`src/nvh_regs.vh`:
```
`ifndef NVH_REGS_VH
`define NVH_REGS_VH
// array geometry
`define NVH_ADDR_W 13
`define NVH_DATA_W 8
// times in ns, and derived cycle counts at 10 ns per clock
`define NVH_CLK_NS 10
`define NVH_INIT_MIN_NS 25
`define NVH_INIT_MIN_CYC ((`NVH_INIT_MIN_NS + `NVH_CLK_NS - 1) / `NVH_CLK_NS)
`define NVH_SETUP_NS 5
`define NVH_SETUP_CYC ((`NVH_SETUP_NS + `NVH_CLK_NS - 1) / `NVH_CLK_NS)
`define NVH_ACCESS_NS 45
`define NVH_ACCESS_CYC ((`NVH_ACCESS_NS + `NVH_CLK_NS - 1) / `NVH_CLK_NS)
// long waits in ns, cycle counts derived in the top module parameters
`define NVH_SAVE_NS 10000000
`define NVH_LOAD_NS 20000
`define NVH_PWRUP_NS 550000
// command codes on the user side
`define NVH_CMD_READ 2'h0
`define NVH_CMD_WRITE 2'h1
`define NVH_CMD_SAVE 2'h2
`define NVH_CMD_LOAD 2'h3
`endif

```
`src/nvh_timer.v`:
```
`timescale 1ns/1ps
// down counter: loaded with a count, reports done when it reaches zero
module nvh_timer (
  input wire clk,
  input wire rst,
  input wire load,
  input wire [23:0] count,
  output wire done
);
  reg [23:0] remain; // cycles still to wait

  // load wins over counting so a new wait restarts cleanly
  always @(posedge clk) begin
    if (rst) begin
      remain <= 24'h000000;
    end else if (load) begin
      remain <= count;
    end else if (remain != 24'h000000) begin
      remain <= remain - 24'h000001;
    end
  end

  assign done = (remain == 24'h000000) && !load;
endmodule

```
`src/nvh_ctrl.v`:
```
`timescale 1ns/1ps
`include "nvh_regs.vh"
module nvh_ctrl #(
  parameter SAVE_CYC = `NVH_SAVE_NS / `NVH_CLK_NS,
  parameter LOAD_CYC = `NVH_LOAD_NS / `NVH_CLK_NS,
  parameter PWRUP_CYC = `NVH_PWRUP_NS / `NVH_CLK_NS
) (
  input wire clk,
  input wire rst,
  input wire supply_ok,
  input wire req_valid,
  output wire req_ready,
  input wire [1:0] req_cmd,
  input wire [12:0] req_addr,
  input wire [7:0] req_wdata,
  output reg rsp_valid,
  output reg [7:0] rsp_rdata,
  output reg [12:0] addr_lines,
  output reg cs_n,
  output reg put_strobe_n,
  output reg output_on_n,
  output reg nonvolatile_select_n,
  input wire [7:0] byte_lines_in,
  output reg [7:0] byte_lines_out,
  output reg byte_lines_oe_n
);
  // one-hot states
  localparam [7:0] S_PWR = 8'h01; // waiting for supply and power-up load
  localparam [7:0] S_IDLE = 8'h02;
  localparam [7:0] S_SETUP = 8'h04; // levels applied ahead of the final edge
  localparam [7:0] S_ACT = 8'h08; // initiating combination held
  localparam [7:0] S_END = 8'h10; // final edge released
  localparam [7:0] S_WAIT = 8'h20; // self-timed transfer in progress
  localparam [7:0] S_GAP = 8'h40; // all controls high between transfers

  reg [7:0] state;
  reg [1:0] cmd; // command being served
  reg supply_seen; // supply level seen good since the last dip
  reg t_load;
  reg [23:0] t_count;
  wire t_done;
  // short waits as integers, cut to the timer's width where they are loaded
  localparam integer SETUP_C = `NVH_SETUP_CYC;
  localparam integer ACCESS_C = `NVH_ACCESS_CYC;
  localparam integer INIT_C = `NVH_INIT_MIN_CYC;

  nvh_timer u_timer (
    .clk(clk),
    .rst(rst),
    .load(t_load),
    .count(t_count),
    .done(t_done)
  );

  // every command is refused while supply is low; a dip anywhere also forces a new
  // power-up wait, since the memory reloads itself on every rise
  assign req_ready = (state == S_IDLE) && supply_ok && supply_seen;

  // sequencer; every path returns all controls high so the next start is a
  // fresh transition, which also keeps the all-low combination unreachable
  always @(posedge clk) begin
    t_load <= 1'b0;
    t_count <= 24'h000000;
    rsp_valid <= 1'b0;
    if (rst) begin
      state <= S_PWR;
      cmd <= `NVH_CMD_READ;
      supply_seen <= 1'b0;
      addr_lines <= 13'h0000;
      cs_n <= 1'b1;
      put_strobe_n <= 1'b1; // write never shown during power-up load
      output_on_n <= 1'b1;
      nonvolatile_select_n <= 1'b1;
      byte_lines_out <= 8'h00;
      byte_lines_oe_n <= 1'b1;
      rsp_rdata <= 8'h00;
    end else begin
      // a dip below the threshold in any state rearms the power-up wait
      if (!supply_ok) begin
        supply_seen <= 1'b0;
      end
      case (state)
        S_PWR: begin
          // rising supply starts the automatic load; wait it out
          if (supply_ok && !supply_seen) begin
            supply_seen <= 1'b1;
            t_load <= 1'b1;
            t_count <= PWRUP_CYC[23:0];
          end else if (supply_seen && t_done && !t_load) begin
            state <= S_IDLE;
          end
        end
        S_IDLE: begin
          if (!supply_ok || !supply_seen) begin
            // supply lost now or during a transfer: wait for a fresh load
            state <= S_PWR;
          end else if (req_valid) begin
            cmd <= req_cmd;
            addr_lines <= req_addr;
            byte_lines_out <= req_wdata;
            state <= S_SETUP;
            t_load <= 1'b1;
            t_count <= SETUP_C[23:0];
            case (req_cmd)
              `NVH_CMD_READ: begin
                cs_n <= 1'b0;
              end
              `NVH_CMD_WRITE: begin
                output_on_n <= 1'b1;
                byte_lines_oe_n <= 1'b0;
                cs_n <= 1'b0;
              end
              `NVH_CMD_SAVE: begin
                output_on_n <= 1'b1;
                nonvolatile_select_n <= 1'b0;
                cs_n <= 1'b0;
              end
              default: begin
                put_strobe_n <= 1'b1;
                byte_lines_oe_n <= 1'b1;
                cs_n <= 1'b0;
                output_on_n <= 1'b0;
              end
            endcase
          end
        end
        S_SETUP: begin
          // setup satisfied: apply the final edge
          if (t_done && !t_load) begin
            state <= S_ACT;
            t_load <= 1'b1;
            case (cmd)
              `NVH_CMD_READ: begin
                output_on_n <= 1'b0;
                t_count <= ACCESS_C[23:0];
              end
              `NVH_CMD_WRITE: begin
                put_strobe_n <= 1'b0;
                t_count <= INIT_C[23:0];
              end
              `NVH_CMD_SAVE: begin
                put_strobe_n <= 1'b0;
                t_count <= INIT_C[23:0];
              end
              default: begin
                nonvolatile_select_n <= 1'b0; // last enable falls
                t_count <= INIT_C[23:0];
              end
            endcase
          end
        end
        S_ACT: begin
          // controls and address held for the minimum time
          if (t_done && !t_load) begin
            if (cmd == `NVH_CMD_READ) begin
              rsp_rdata <= byte_lines_in;
            end
            // strobe rises first, data still driven through it
            put_strobe_n <= 1'b1;
            output_on_n <= 1'b1;
            nonvolatile_select_n <= 1'b1;
            state <= S_END;
          end
        end
        S_END: begin
          cs_n <= 1'b1;
          byte_lines_oe_n <= 1'b1; // bus released for the transfer
          t_load <= 1'b1;
          if (cmd == `NVH_CMD_SAVE) begin
            t_count <= SAVE_CYC[23:0];
          end else if (cmd == `NVH_CMD_LOAD) begin
            t_count <= LOAD_CYC[23:0];
          end else begin
            t_count <= 24'h000001;
          end
          state <= S_WAIT;
        end
        S_WAIT: begin
          // pins stay idle, nothing else is issued while the device is busy
          if (t_done && !t_load) begin
            state <= S_GAP;
          end
        end
        S_GAP: begin
          // one cycle with all controls high so the next start is a transition
          rsp_valid <= 1'b1;
          state <= S_IDLE;
        end
        default: begin
          state <= S_PWR;
        end
      endcase
    end
  end
endmodule

```
`config.mk`:
```
export PLATFORM = sky130hd
export DESIGN_NAME = nvh_ctrl
export DESIGN_NICKNAME = d
export VERILOG_FILES = /design/src/nvh_timer.v /design/src/nvh_ctrl.v
export VERILOG_INCLUDE_DIRS = /design/src
export SDC_FILE = /design/constraint.sdc
export NUM_CORES = 1
export LEC_CHECK = 0
export BUFFER_PORTS_ARGS = -buffer_cell sky130_fd_sc_hd__buf_2
export CAP_MARGIN = 30
export CORE_UTILIZATION = 41
export DETAILED_ROUTE_END_ITERATION = 16
export PLACE_DENSITY = 0.71
export SLEW_MARGIN = 20
export SYNTH_ARGS = -nofsm -noshare
export SYNTH_HDL_FRONTEND = slang
export SYNTH_SLANG_ARGS = --single-unit
```
`constraint.sdc`:
```
create_clock -name clk -period 5.05 [get_ports clk]
set_input_delay 0.7575 -clock clk [delete_from_list [all_inputs] [get_ports clk]]
set_output_delay 0.7575 -clock clk [all_outputs]
set_load 0.03 [all_outputs]
```
==> summary.txt <==
Synth
  • Yosys cell types: 58
  • Sequential area share after synthesis: 0.420
  • Mapped Cells: 439
  • Synth area leaders: dfxtp_1 42%, nand2_1 6.1%, a21oi_1 4.5%
  • Synthesized flop and latch total: 79
  • Synthesized cell area: 0.00377 mm²
  • EDFF count, synth: 0
  • Syn. warnings: 0
  • Top FF cell, synth: dfxtp_1
  • Syn nets: 484
  • Area leader, netlist: dfxtp_1
  • Post-Synthesis Mean Instance Area: 8.58 µm²
  • Post-synth top area share: 0.420
  • FFs w/ async S/R, synth: 0

Floorplanning
  • Die width: 97.8 µm
  • Top Ports: 71
  • Cell row count: 34
  • Core Box Area: 0.00881 mm²
  • Die height: 97.8 µm
  • Starting Density: 0.428
  • Die Area: 0.00957 mm²

Worst hold path
  • Worst Hold Depth: 2
  • Min-delay worst type: flop to flop
  • HP Start: t_count[8]$_SDFF_PP0_

Worst setup path
  • Worst EP required: 4.29 ns
  • CP Launch Type: flop
  • Critical path fanouts, max: 14
  • FF-to-FF Start: state[1]$_SDFFE_PP0P_
  • R2R depth: 4
  • CP Capture Type: primary output
  • Kind of critical path: flop to primary output
  • Arrival time worst endpoint: 2.16 ns
  • Crit path from: state[1]$_SDFFE_PP0P_

Clock tree
  • Clock root buffer: clkbuf_8
  • Cts hold-fix bufs: 0
  • Clock Latency Late Sink: 0.36 ns
  • Clk sinks: 79
  • TritonCTS clock tree: built
  • Max Root-Sink Buffers: 2
  • CTS H-Tree Depth: 3
  • Post-CTS sizing: 0
  • Worst-path clk slew: 0.10 ns
  • Setup bufs post-CTS: 0
  • CTS Buf Count: 9

Final layout
  • Area Overhead vs Synth: 16.1%
  • Fraction of layout cells with a size suffix above 1: 0.210
  • Design Area, Final: 0.00437 mm²
  • Filler cells: 848
  • Final Net Count: 541
  • Layout Utilization: 0.497
  • ANT cells: 0

Drt
  • Via-per-instance ratio: 5.46
  • DRT antenna net count: 0
  • Total wire length: 8560 µm
  • Wire length per cell: 14.1 µm
  • # DRC: 0
  • Via Count: 3,327
  • 1st-pass router iterations: 4
  • DR iter-0 viols: 249

STA
  • Final Hold Viols: 0
  • Fin Clk Skew: 0.0138 ns
  • Setup TNS: 0 ns
  • RSZ-0062 raised after global routing: no
  • Slew HR: 0.409
  • Post-route minimum period: 2.92 ns
  • F_max: 0.342 GHz
  • Final period utilization: 0.578
  • Endpoints failing setup: 0
  • Max Slew Vio Count: 0
  • Worst-Margin Slew: 0.886 ns

Placed design
  • Hpwl dp: 6080 µm
  • PortBufs: 70
  • Placed Instance Area: 0.00417 mm²
  • GP Congestion: 0.817

Flow run
  • Number of max-cap violations: 0

GRT
  • Largest net degree at the start of global routing: 50
  • Remaining Overflow, GRT: 0
  • Antenna violations before repair: 0
  • Number of global-route vias before repair: 3,181
  • First-pass GRT wire length: 14,600 µm
  • All-Layer GR Usage: 0.188

Power and ir drop
  • LEAKAGE: 1.77 nW
  • Cell Pwr Density: 474 mW/mm²
  • VDD IR max: 0.000210 V

Outcome
  • Status: completed
worst max-delay path, cell delays in order, from the launching register on:
cell and delay (ns):
dfxtp_1 0.63, nor4b_1 0.49, nand2_1 0.23, nor2_1 0.23, buf_2 0.23
power by group:
part           switching (mW)  internal [mW]  total (mW)
logic                   0.439          0.328       0.767
registers               0.128          0.713       0.841
clock network           0.269          0.194       0.463
total                   0.836           1.23        2.07
layout by cell type (no fill, tap or decap), types with 10 or more instances in the layout:
cell,Yosys,layout
ha_1,10,10
inv_1,13,13
buf_2,5,70
nor3_1,11,11
o21ai_0,16,16
a21oi_1,34,34
mux2i_1,11,11
nand2_1,61,61
xor2_1,14,14
nor2_1,41,41
dfxtp_1,79,79
flip-flops by register name, indices dropped and copies added (netlist names), 2 cells and up:
| name | flops |
|---|---|
| cmd | 2 |
| t_count | 9 |
| state | 7 |
| addr_lines | 13 |
| rsp_rdata | 8 |
| byte_lines_out | 8 |
| u_timer.remain | 24 |
layout make-up:
class / count / area (µm²) / area share
Multi-Input combinational cell: 321 / 2050 / 0.468
Inverter: 13 / 48.8 / 0.0112
Timing Repair Buffer: 72 / 369 / 0.0844
Clock buffer: 9 / 124 / 0.0283
Sequential cell: 79 / 1580 / 0.362
Tap cell: 108 / 135 / 0.0309
Clock inverter: 7 / 67.6 / 0.0155
routing by layer:
metal	track usage	vias up	routed length, µm
li1	-	1672	-
met5	0	-	0
met2	0.292	108	3810
met4	0.0828	0	186
met3	0.0523	16	560
met1	0.242	1531	4010
cell usage after synthesis, types with 2 or more instances:
library cell	count
xor2_1	14
a211o_1	4
o22ai_1	5
o21ai_0	16
buf_1	3
nor4_4	2
xnor2_1	8
nor4_2	3
nor3b_1	8
nor4b_1	4
nand4_1	7
a211oi_1	4
nand2_1	61
nor4_1	5
o21a_1	3
o31ai_1	4
o211ai_1	6
nor3_1	11
mux2i_1	11
nand3b_1	2
clkbuf_1	18
a31oi_1	2
a21oi_1	34
and3_1	8
inv_1	13
buf_2	5
o32ai_1	2
a22o_1	2
ha_1	10
or4_1	6
dfxtp_1	79
nand3_1	8
or2_2	3
nor2_1	41
or3_1	4
through the flow:
stage          cells  setup slack [ns]  total power, mW  hold slack (ns)
2_1_floorplan    439              2.72             1.44            0.436
3_3_place_gp     592              2.30             1.58            0.441
3_5_place_dp     592              2.21             1.61            0.443
4_1_cts          608              2.15             2.07            0.455
5_1_grt          609              2.00             2.21            0.481
6_report         609              2.13             2.07            0.454
cell families after synthesis:
group                      count (synthesis)  share of synthesized area
AOI/OAI and AO/OA                         92                      0.155
xor gates and xnor gates                  22                     0.0512
adders and majority gates                 10                     0.0332
buffers and inverters                     39                     0.0405
DFF                                       79                      0.420
muxes                                     12                     0.0322
and+or+nand+nor                          185                      0.268
final timing paths:
check                                       to  slack, ns
min reg2reg     u_timer.remain[8]$_SDFFE_PP0P_       0.45
max reg2reg  nonvolatile_select_n$_SDFFE_PP1P_       2.42
min             u_timer.remain[8]$_SDFFE_PP0P_       0.45
max                                  req_ready       2.13
Power figures use the tool's default switching activity.
